[src/rtl/blank_burst_regs.svh]
`ifndef BLANK_BURST_REGS_SVH
`define BLANK_BURST_REGS_SVH
// clock 40 MHz: period in ps
`define CLK_PERIOD_PS 25000
`define MASK_NORMAL_NS 220
`define MASK_BURST_NS 180
`define MASK_NORMAL_CYC ((`MASK_NORMAL_NS * 1000 + `CLK_PERIOD_PS - 1) / `CLK_PERIOD_PS)
`define MASK_BURST_CYC ((`MASK_BURST_NS * 1000 + `CLK_PERIOD_PS - 1) / `CLK_PERIOD_PS)
`define BLANK_MS 20
`define BLANK_CYC (`BLANK_MS * 40000)
`define DETECT_MS 1
`define DETECT_CYC (`DETECT_MS * 40000)
`define SPIKE_US 30
`define SPIKE_CYC (`SPIKE_US * 40)
`define EXT_COUNT_END 16'h0100
// count boundaries for level selection (cycles of feedback pin in 1ms)
`define LVL_BOUND_HIGH 16'h0008
`define LVL_BOUND_MID 16'h0020
`define LVL_BOUND_LOW 16'h0080
`endif

[src/rtl/blank_burst_pkg.sv]
package blank_burst_pkg;
	typedef enum logic [1:0] {
		LVL_HIGH = 2'h0,
		LVL_MID = 2'h1,
		LVL_LOW = 2'h2,
		LVL_NEVER = 2'h3
	} burst_level_t;
	typedef enum logic [3:0] {
		EXT_IDLE = 4'h1,
		EXT_CHARGE = 4'h2,
		EXT_DISCHARGE = 4'h4,
		EXT_DONE = 4'h8
	} ext_state_t;
	typedef enum logic [3:0] {
		DET_WAIT = 4'h1,
		DET_CHARGE = 4'h2,
		DET_DISCHARGE = 4'h4,
		DET_DONE = 4'h8
	} det_state_t;
endpackage : blank_burst_pkg

[src/rtl/sync2.sv]
`timescale 1ns/10ps
`default_nettype none
module sync2 #(
	parameter int W = 1
) (
	input wire logic ref_clk, // clock
	input wire logic arst_n, // async reset
	input wire logic [W-1:0] d, // async input
	output logic [W-1:0] q // synchronised
);
	logic [W-1:0] meta_q;
	logic [W-1:0] meta_d;
	logic [W-1:0] sync_d;
	always_comb begin
		meta_d = d;
		sync_d = meta_q;
	end
	always_ff @(posedge ref_clk or negedge arst_n) begin
		if (!arst_n) begin
			meta_q <= '0;
			q <= '0;
		end else begin
			meta_q <= meta_d;
			q <= sync_d;
		end
	end
endmodule : sync2
`default_nettype wire

[src/rtl/blank_burst_ctrl.sv]
// Function
// - mask sense 220ns normal, 180ns burst
// - 20ms persistence before burst or restart
// - overload window extendable by external capacitor
// - extension blocks fault gate until done
// - window expiry starts counter, closes charge
// - upper threshold: count, swap to discharge
// - lower threshold: swap back to charge
// - 256 cycles then completion high
// - fault and completion: 30us filter, restart
// - four entry levels incl never
// - paired current limits, always for never
// - detect first 1ms after lockout release
// - no re-detection on auto restart
// - postpone detection while protection active
// - 4.5V: set detect, discharge, count
// - 0.5V: reset detect, resume charging
// - counting stops at 1ms end
// - latch level after detection ends
// - burst needs 20ms continuous low feedback
`include "blank_burst_regs.svh"
`timescale 1ns/10ps
`default_nettype none
module blank_burst_ctrl
	import blank_burst_pkg::*;
(
	input wire logic ref_clk, // 40 MHz clock
	input wire logic arst_n, // async reset, active low
	input wire logic gate_on, // switch turn-on pulse, same domain
	input wire logic burst_active, // burst operation in progress, same domain
	input wire logic supply_lockout_ok, // lockout released above 17V
	input wire logic restart_cycle, // start-up caused by auto restart
	input wire logic protect_active, // protection such as input overvoltage
	input wire logic fb_below_entry, // feedback below selected entry threshold
	input wire logic fb_overload, // feedback above overload threshold
	input wire logic ext_enable, // extendable blanking mode in use
	input wire logic upper_threshold_comparator, // extension pin at 4.5V
	input wire logic lower_threshold_comparator, // extension pin at 0.9V
	input wire logic fb_upper_cmp, // feedback pin at 4.5V
	input wire logic fb_lower_cmp, // feedback pin at 0.5V
	output logic turn_on_spike_mask, // comparators ignored while high
	output logic charge_switch, // extension pin charge switch
	output logic discharge_switch, // extension pin discharge switch
	output logic ext_done, // extension counter completion
	output logic auto_restart, // enter automatic restart
	output logic burst_enter, // enter burst operation
	output logic detect_flipflop, // feedback detect state
	output logic feedback_discharge_switch, // feedback pin discharge switch
	output logic level_valid, // level detection finished
	output burst_level_t burst_level, // selected entry level
	output logic burst_limit_always // current limit applies always
);
	logic [7:0] async_d;
	logic [7:0] async_q;
	logic lock_s, rst_s, prot_s, fbl_s, ovl_s, up_s, lo_s, fbu_s;
	assign async_d = {supply_lockout_ok, restart_cycle, protect_active, fb_below_entry,
		fb_overload, upper_threshold_comparator, lower_threshold_comparator, fb_upper_cmp};
	assign {lock_s, rst_s, prot_s, fbl_s, ovl_s, up_s, lo_s, fbu_s} = async_q;
	logic fbd_s;
	sync2 #(.W(8)) u_sync (
		.ref_clk(ref_clk),
		.arst_n(arst_n),
		.d(async_d),
		.q(async_q)
	);
	sync2 #(.W(1)) u_sync_fb (
		.ref_clk(ref_clk),
		.arst_n(arst_n),
		.d(fb_lower_cmp),
		.q(fbd_s)
	);

	// leading-edge mask
	logic [3:0] mask_q, mask_d;
	always_comb begin
		mask_d = mask_q;
		if (gate_on)
			mask_d = burst_active ? 4'(`MASK_BURST_CYC) : 4'(`MASK_NORMAL_CYC);
		else if (mask_q != 4'h0)
			mask_d = mask_q - 4'h1;
	end
	always_ff @(posedge ref_clk or negedge arst_n) begin
		if (!arst_n)
			mask_q <= 4'h0;
		else
			mask_q <= mask_d;
	end
	assign turn_on_spike_mask = (mask_q != 4'h0);

	// 20ms windows: burst and fault
	logic [19:0] bcnt_q, bcnt_d, fcnt_q, fcnt_d;
	logic fault_win, burst_win;
	assign burst_win = (bcnt_q == 20'(`BLANK_CYC));
	assign fault_win = (fcnt_q == 20'(`BLANK_CYC));
	always_comb begin
		bcnt_d = 20'h00000;
		if (fbl_s && level_valid && burst_level != LVL_NEVER && !burst_active)
			bcnt_d = burst_win ? bcnt_q : bcnt_q + 20'h00001;
		fcnt_d = 20'h00000;
		if (ovl_s)
			fcnt_d = fault_win ? fcnt_q : fcnt_q + 20'h00001;
	end
	always_ff @(posedge ref_clk or negedge arst_n) begin
		if (!arst_n) begin
			bcnt_q <= 20'h00000;
			fcnt_q <= 20'h00000;
		end else begin
			bcnt_q <= bcnt_d;
			fcnt_q <= fcnt_d;
		end
	end
	assign burst_enter = burst_win && fbl_s;

	// extension counter
	ext_state_t est_q, est_d;
	logic [15:0] ecnt_q, ecnt_d;
	always_comb begin
		est_d = est_q;
		ecnt_d = ecnt_q;
		case (est_q)
			EXT_IDLE: begin
				ecnt_d = 16'h0000;
				if (fault_win && ext_enable)
					est_d = EXT_CHARGE;
			end
			EXT_CHARGE: begin
				if (up_s) begin
					ecnt_d = ecnt_q + 16'h0001;
					est_d = (ecnt_q + 16'h0001 == `EXT_COUNT_END) ? EXT_DONE : EXT_DISCHARGE;
				end
			end
			EXT_DISCHARGE: begin
				if (lo_s)
					est_d = EXT_CHARGE;
			end
			EXT_DONE: ;
			default: est_d = EXT_IDLE;
		endcase
		if (!ovl_s)
			est_d = EXT_IDLE;
	end
	always_ff @(posedge ref_clk or negedge arst_n) begin
		if (!arst_n) begin
			est_q <= EXT_IDLE;
			ecnt_q <= 16'h0000;
		end else begin
			est_q <= est_d;
			ecnt_q <= ecnt_d;
		end
	end
	assign charge_switch = (est_q == EXT_CHARGE);
	assign discharge_switch = (est_q == EXT_DISCHARGE);
	assign ext_done = (est_q == EXT_DONE);

	// fault gate and 30us spike filter
	logic fault_and_gate;
	logic [10:0] spk_q, spk_d;
	logic ar_q, ar_d;
	assign fault_and_gate = fault_win && (ext_enable ? ext_done : 1'b1);
	always_comb begin
		spk_d = 11'h000;
		if (fault_and_gate)
			spk_d = (spk_q == 11'(`SPIKE_CYC)) ? spk_q : spk_q + 11'h001;
		ar_d = fault_and_gate && (spk_q == 11'(`SPIKE_CYC));
	end
	always_ff @(posedge ref_clk or negedge arst_n) begin
		if (!arst_n) begin
			spk_q <= 11'h000;
			ar_q <= 1'b0;
		end else begin
			spk_q <= spk_d;
			ar_q <= ar_d;
		end
	end
	assign auto_restart = ar_q;

	// burst level detection
	det_state_t dst_q, dst_d;
	logic [15:0] win_q, win_d, dcnt_q, dcnt_d;
	logic lv_q, lv_d;
	burst_level_t lvl_q, lvl_d;
	function automatic burst_level_t map_level(input logic [15:0] n);
		if (n < `LVL_BOUND_HIGH)
			map_level = LVL_HIGH;
		else if (n < `LVL_BOUND_MID)
			map_level = LVL_MID;
		else if (n < `LVL_BOUND_LOW)
			map_level = LVL_LOW;
		else
			map_level = LVL_NEVER;
	endfunction : map_level
	always_comb begin
		dst_d = dst_q;
		win_d = win_q;
		dcnt_d = dcnt_q;
		lv_d = lv_q;
		lvl_d = lvl_q;
		case (dst_q)
			DET_WAIT: begin
				win_d = 16'h0000;
				dcnt_d = 16'h0000;
				if (lock_s && !rst_s && !prot_s && !lv_q)
					dst_d = DET_CHARGE;
			end
			DET_CHARGE, DET_DISCHARGE: begin
				win_d = win_q + 16'h0001;
				if (dst_q == DET_CHARGE && fbu_s) begin
					dst_d = DET_DISCHARGE;
					dcnt_d = dcnt_q + 16'h0001;
				end else if (dst_q == DET_DISCHARGE && fbd_s)
					dst_d = DET_CHARGE;
				if (win_q == 16'(`DETECT_CYC - 1))
					dst_d = DET_DONE;
			end
			DET_DONE: begin
				lvl_d = map_level(dcnt_q);
				lv_d = 1'b1;
				dst_d = DET_WAIT;
			end
			default: dst_d = DET_WAIT;
		endcase
	end
	always_ff @(posedge ref_clk or negedge arst_n) begin
		if (!arst_n) begin
			dst_q <= DET_WAIT;
			win_q <= 16'h0000;
			dcnt_q <= 16'h0000;
			lv_q <= 1'b0;
			lvl_q <= LVL_NEVER;
		end else begin
			dst_q <= dst_d;
			win_q <= win_d;
			dcnt_q <= dcnt_d;
			lv_q <= lv_d;
			lvl_q <= lvl_d;
		end
	end
	assign detect_flipflop = (dst_q == DET_DISCHARGE);
	assign feedback_discharge_switch = (dst_q == DET_DISCHARGE);
	assign level_valid = lv_q;
	assign burst_level = lvl_q;
	assign burst_limit_always = lv_q && (lvl_q == LVL_NEVER);
endmodule : blank_burst_ctrl
`default_nettype wire

[config.mk]
export PLATFORM = sky130hd
export DESIGN_NAME = blank_burst_ctrl
export DESIGN_NICKNAME = d
export VERILOG_FILES = /design/src/rtl/blank_burst_pkg.sv /design/src/rtl/sync2.sv /design/src/rtl/blank_burst_ctrl.sv
export VERILOG_INCLUDE_DIRS = /design/src /design/src/rtl
export SDC_FILE = /design/constraint.sdc
export NUM_CORES = 1
export LEC_CHECK = 0
export BUFFER_PORTS_ARGS = -buffer_cell sky130_fd_sc_hd__clkbuf_2
export CORE_ASPECT_RATIO = 0.9
export CORE_MARGIN = 2
export CORE_UTILIZATION = 62
export DETAILED_ROUTE_END_ITERATION = 7
export PLACE_DENSITY = 0.8
export SETUP_SLACK_MARGIN = 0.2
export SYNTH_ARGS = -nofsm -noshare
export SYNTH_HDL_FRONTEND = slang
export SYNTH_SLANG_ARGS = --single-unit
[constraint.sdc]
create_clock -name ref_clk -period 2.33 [get_ports ref_clk]
set_input_delay 0.3495 -clock ref_clk [delete_from_list [all_inputs] [get_ports ref_clk]]
set_output_delay 0.3495 -clock ref_clk [all_outputs]
set_load 0.05 [all_outputs]
==> key figures <==
Final layout
  • Sequential Area: approximately 3300 um2
  • Area occupied by multi-input gates: between 3000 and 4000 um2
  • # fillers: about 730
  • Commonest non-fill, non-tap cells in the layout: 129 x dfrtp_1, 64 x nand2_1, 62 x nor2_1
  • Commonest non-fill, non-tap cell in the layout: dfrtp_1
  • Diode count: 0
  • Cell Count, Final, Fillers Out: 881
  • Area Overhead vs Synth: 16.29%
  • Net count, final: 760
  • Layout cell share with drive strength beyond 1: 15.11%
  • Final Util: roughly three quarters

Setup path
  • Critical path buffers and inverters: 1
  • Max FO, Critical Path: 2
  • Slowest-stage cell, CP: or4_1
  • Worst setup SP type: flip-flop
  • Crit path max-delay family: simple AND/OR/NAND/NOR gates
  • Arr. time, crit path: 1.87 ns
  • WP data required: just under 2 ns
  • Element type at the critical path end: output port
  • Worst setup path class: reg2out
  • CP peak stage delay: about 0.57 ns
  • Crit path cell chain: or4_1 -> nor4_4 -> and2_4 -> clkbuf_16

Timing
  • Max Slew Vio Count: 0
  • RSZ-0062 raised after global routing: true
  • Final period util: between 90% and 100%
  • Setup TNS Final: 0 ns
  • Hold Fails Final Rpt: 0
  • FMAX: 450.7 MHz
  • Slew HR: a little under three fifths
  • Worst-margin pin slew: between 0.6 and 0.7 ns
  • Setup clock skew after layout: roughly 0.0080 ns
  • Final Setup Violations: 0
  • Minimum clock period: between 2 and 2.5 ns

Yosys
  • Avg Cell Area, Syn: between 9 and 10 um2
  • Seq/Total Area, Yosys: 49.32%
  • Count of different cell masters after synthesis: 65
  • Most used flip-flop cell after synthesis: dfrtp_1
  • EDFF count, synth: 0
  • Post-Syn Nets: approximately 730
  • Ys Warns: 0
  • Synth top area share: a little under half
  • Post-synthesis register bit count: between 100 and 150
  • Area contributors post-synth: dfrtp_1 48%, xnor2_1 4.7%, nand2_1 3.6%
  • Largest area contributor in the synthesized netlist: dfrtp_1
  • Mapped cell area: about 6800 um2
  • FFs w/ async S/R, synth: 100.0%
  • Synth Instances: 700

Placement
  • PortBufs: 25
  • GPL Wtd Cong: about 0.9
  • Placed insts: approximately 840
  • DPL Wire Length: about 9500 um

Clock network
  • Clock Sinks: around 130
  • Clock slew at reported path FFs: 0.06 ns
  • CTS Buf Count: 17
  • Root buffer cell: clkbuf_16
  • Worst skew pair latency: between 0.4 and 0.5 ns
  • H-tree levels: 4
  • Clock Tree Buf Depth: 2
  • CTS tree: built

Route
  • ANT nets after route: 0
  • Pre-antenna DRT Iters: 4
  • Initial drt markers: around 420
  • Via count: 5,292
  • Wire per inst: 16.58 um
  • DRC Markers: 0
  • Routed WL: approximately 15,000 um
  • Drt via density: 6.007

Floorplanning
  • Die Height: 103.0 um
  • Num rows: 36
  • I/O pins: 26
  • Starting Density: approximately 63%
  • Core Area: 10,720 um2
  • Total die area: approximately 12,000 um2
  • DIE WIDTH: ~110 um

GRT
  • GRT Util Overall: a little over a quarter
  • Gr busiest metal: met2
  • Initial antenna violation count: 0
  • Met1 Usage GRT: a little over a third
  • First-pass GRT wire length: between 20,000 and 25,000 um
  • GR Layer Usage met2: between 40% and 50%
  • Global route overflow: 0
  • Vias in the first global route: 5,105
  • M3 GR Usage: about 6.8%
  • Largest net degree at the start of global routing: 58

Power
  • Peak VDD IR: approximately 510 uV
  • P_leak: 3.387 nW
  • PwrDens: approximately 730 nW/um2

Worst hold path
  • Hold WC Path Type: in2reg

Run status
  • Status: finished clean

Run
  • Max cap viols: 0
cells in the mapped netlist (16+ instances only):
| cell | n |
|---|---|
| clkbuf_1 | 18 |
| dfrtp_1 | 129 |
| nor4_1 | 16 |
| o21ai_0 | 26 |
| xnor2_1 | 36 |
| nor3_1 | 21 |
| inv_1 | 23 |
| nand3_1 | 42 |
| nand2_1 | 65 |
| a21oi_1 | 17 |
| nand4_1 | 22 |
| xor2_1 | 25 |
| nor2_1 | 62 |
| and2_1 | 25 |
registers in the layout (all words and copies together) (netlist names), 8 cells and up:
signal         count
bcnt_q            20
fcnt_q            20
dcnt_q            16
ecnt_q            16
win_q             16
spk_q             11
u_sync.meta_q      8
u_sync.q           8
layout make-up:
type | instances | share of cell area [%]
flip-flops and latches | 133 | 42.41
multi-input cells | 517 | 42.37
clock buffers | 20 | 5.939
repair buffers | 43 | 3.837
clock inverters | 12 | 2.229
well taps | 133 | 2.118
inverters | 23 | 1.099
routing by layer:
metal / part of all wire (%) / routed length (um)
met3: 3.8 / 554
met1: 45 / 6602
met2: 50 / 7278
met4: 1.2 / 170
met5: 0 / 0
kinds of logic (layout without fill, tap and decap cells):
logic type	count (synthesis)	in the layout	share of synthesized area [%]
xor+xnor	61	61	7.906
flops	133	133	49.32
simple gates	336	336	26.96
compound gates	100	100	9.258
buf+inv	50	98	3.166
fa+ha+maj	11	11	2.037
mux	9	9	1.352
path summary, 6_finish.rpt:
path,start,end,slack (ns),cells after the start
worst min register to register,u_sync.meta_q[4]$_DFF_PN0_,u_sync.q[4]$_DFF_PN0_,0.35,0
max in group asynchronous,arst_n,burst_level[1]$_DFFE_PN1N_,1.15,3
worst max-delay path,bcnt_q[17]$_DFFE_PN0P_,burst_enter,0.11,4
min in group asynchronous,arst_n,win_q[5]$_DFFE_PN0N_,0.46,2
worst min-delay path,fb_lower_cmp,u_sync_fb.meta_q$_DFF_PN0_,0.04,1
worst max register to register,dst_q[0]$_DFFE_PN1P_,dcnt_q[7]$_DFFE_PN0P_,0.31,4
worst reg2reg max path, cell delays in order, from the launching register on:
cell	delay (ns)
dfstp_2	0.61
nor2b_2	0.31
o2111ai_2	0.31
or3_1	0.44
a21oi_1	0.24
what timing repair did:
item / CTS / global route
endpoints found under the hold margin: 53 / 0
setup endpoints to repair: 5 / 31
gates resized for setup: 7 / 13
pin swaps: 2 / 1
hold buffers: 1 / 0
setup buffers: 5 / 0
cloned: 0 / 0
metrics by stage:
step                      instance area, um2  setup WS, ns  hold slack (ns)  power (mW)
after global placement                  7052        0.3051           0.3332       2.896
after CTS                               7781        0.1227          0.02793       5.795
after floorplan                         6779        0.2008          0.05391       2.755
after detailed placement                7052        0.2035           0.3355       2.918
after global routing                    7859       0.01456          0.02230       5.987
final                                   7859        0.1111          0.04064       5.769
where the power goes:
part           switching, mW  internal [mW]
registers             0.0793           2.37
logic                  0.298          0.148
clock network          0.995           1.87
total                   1.37           4.40
(Power assumes the default switching activity.)
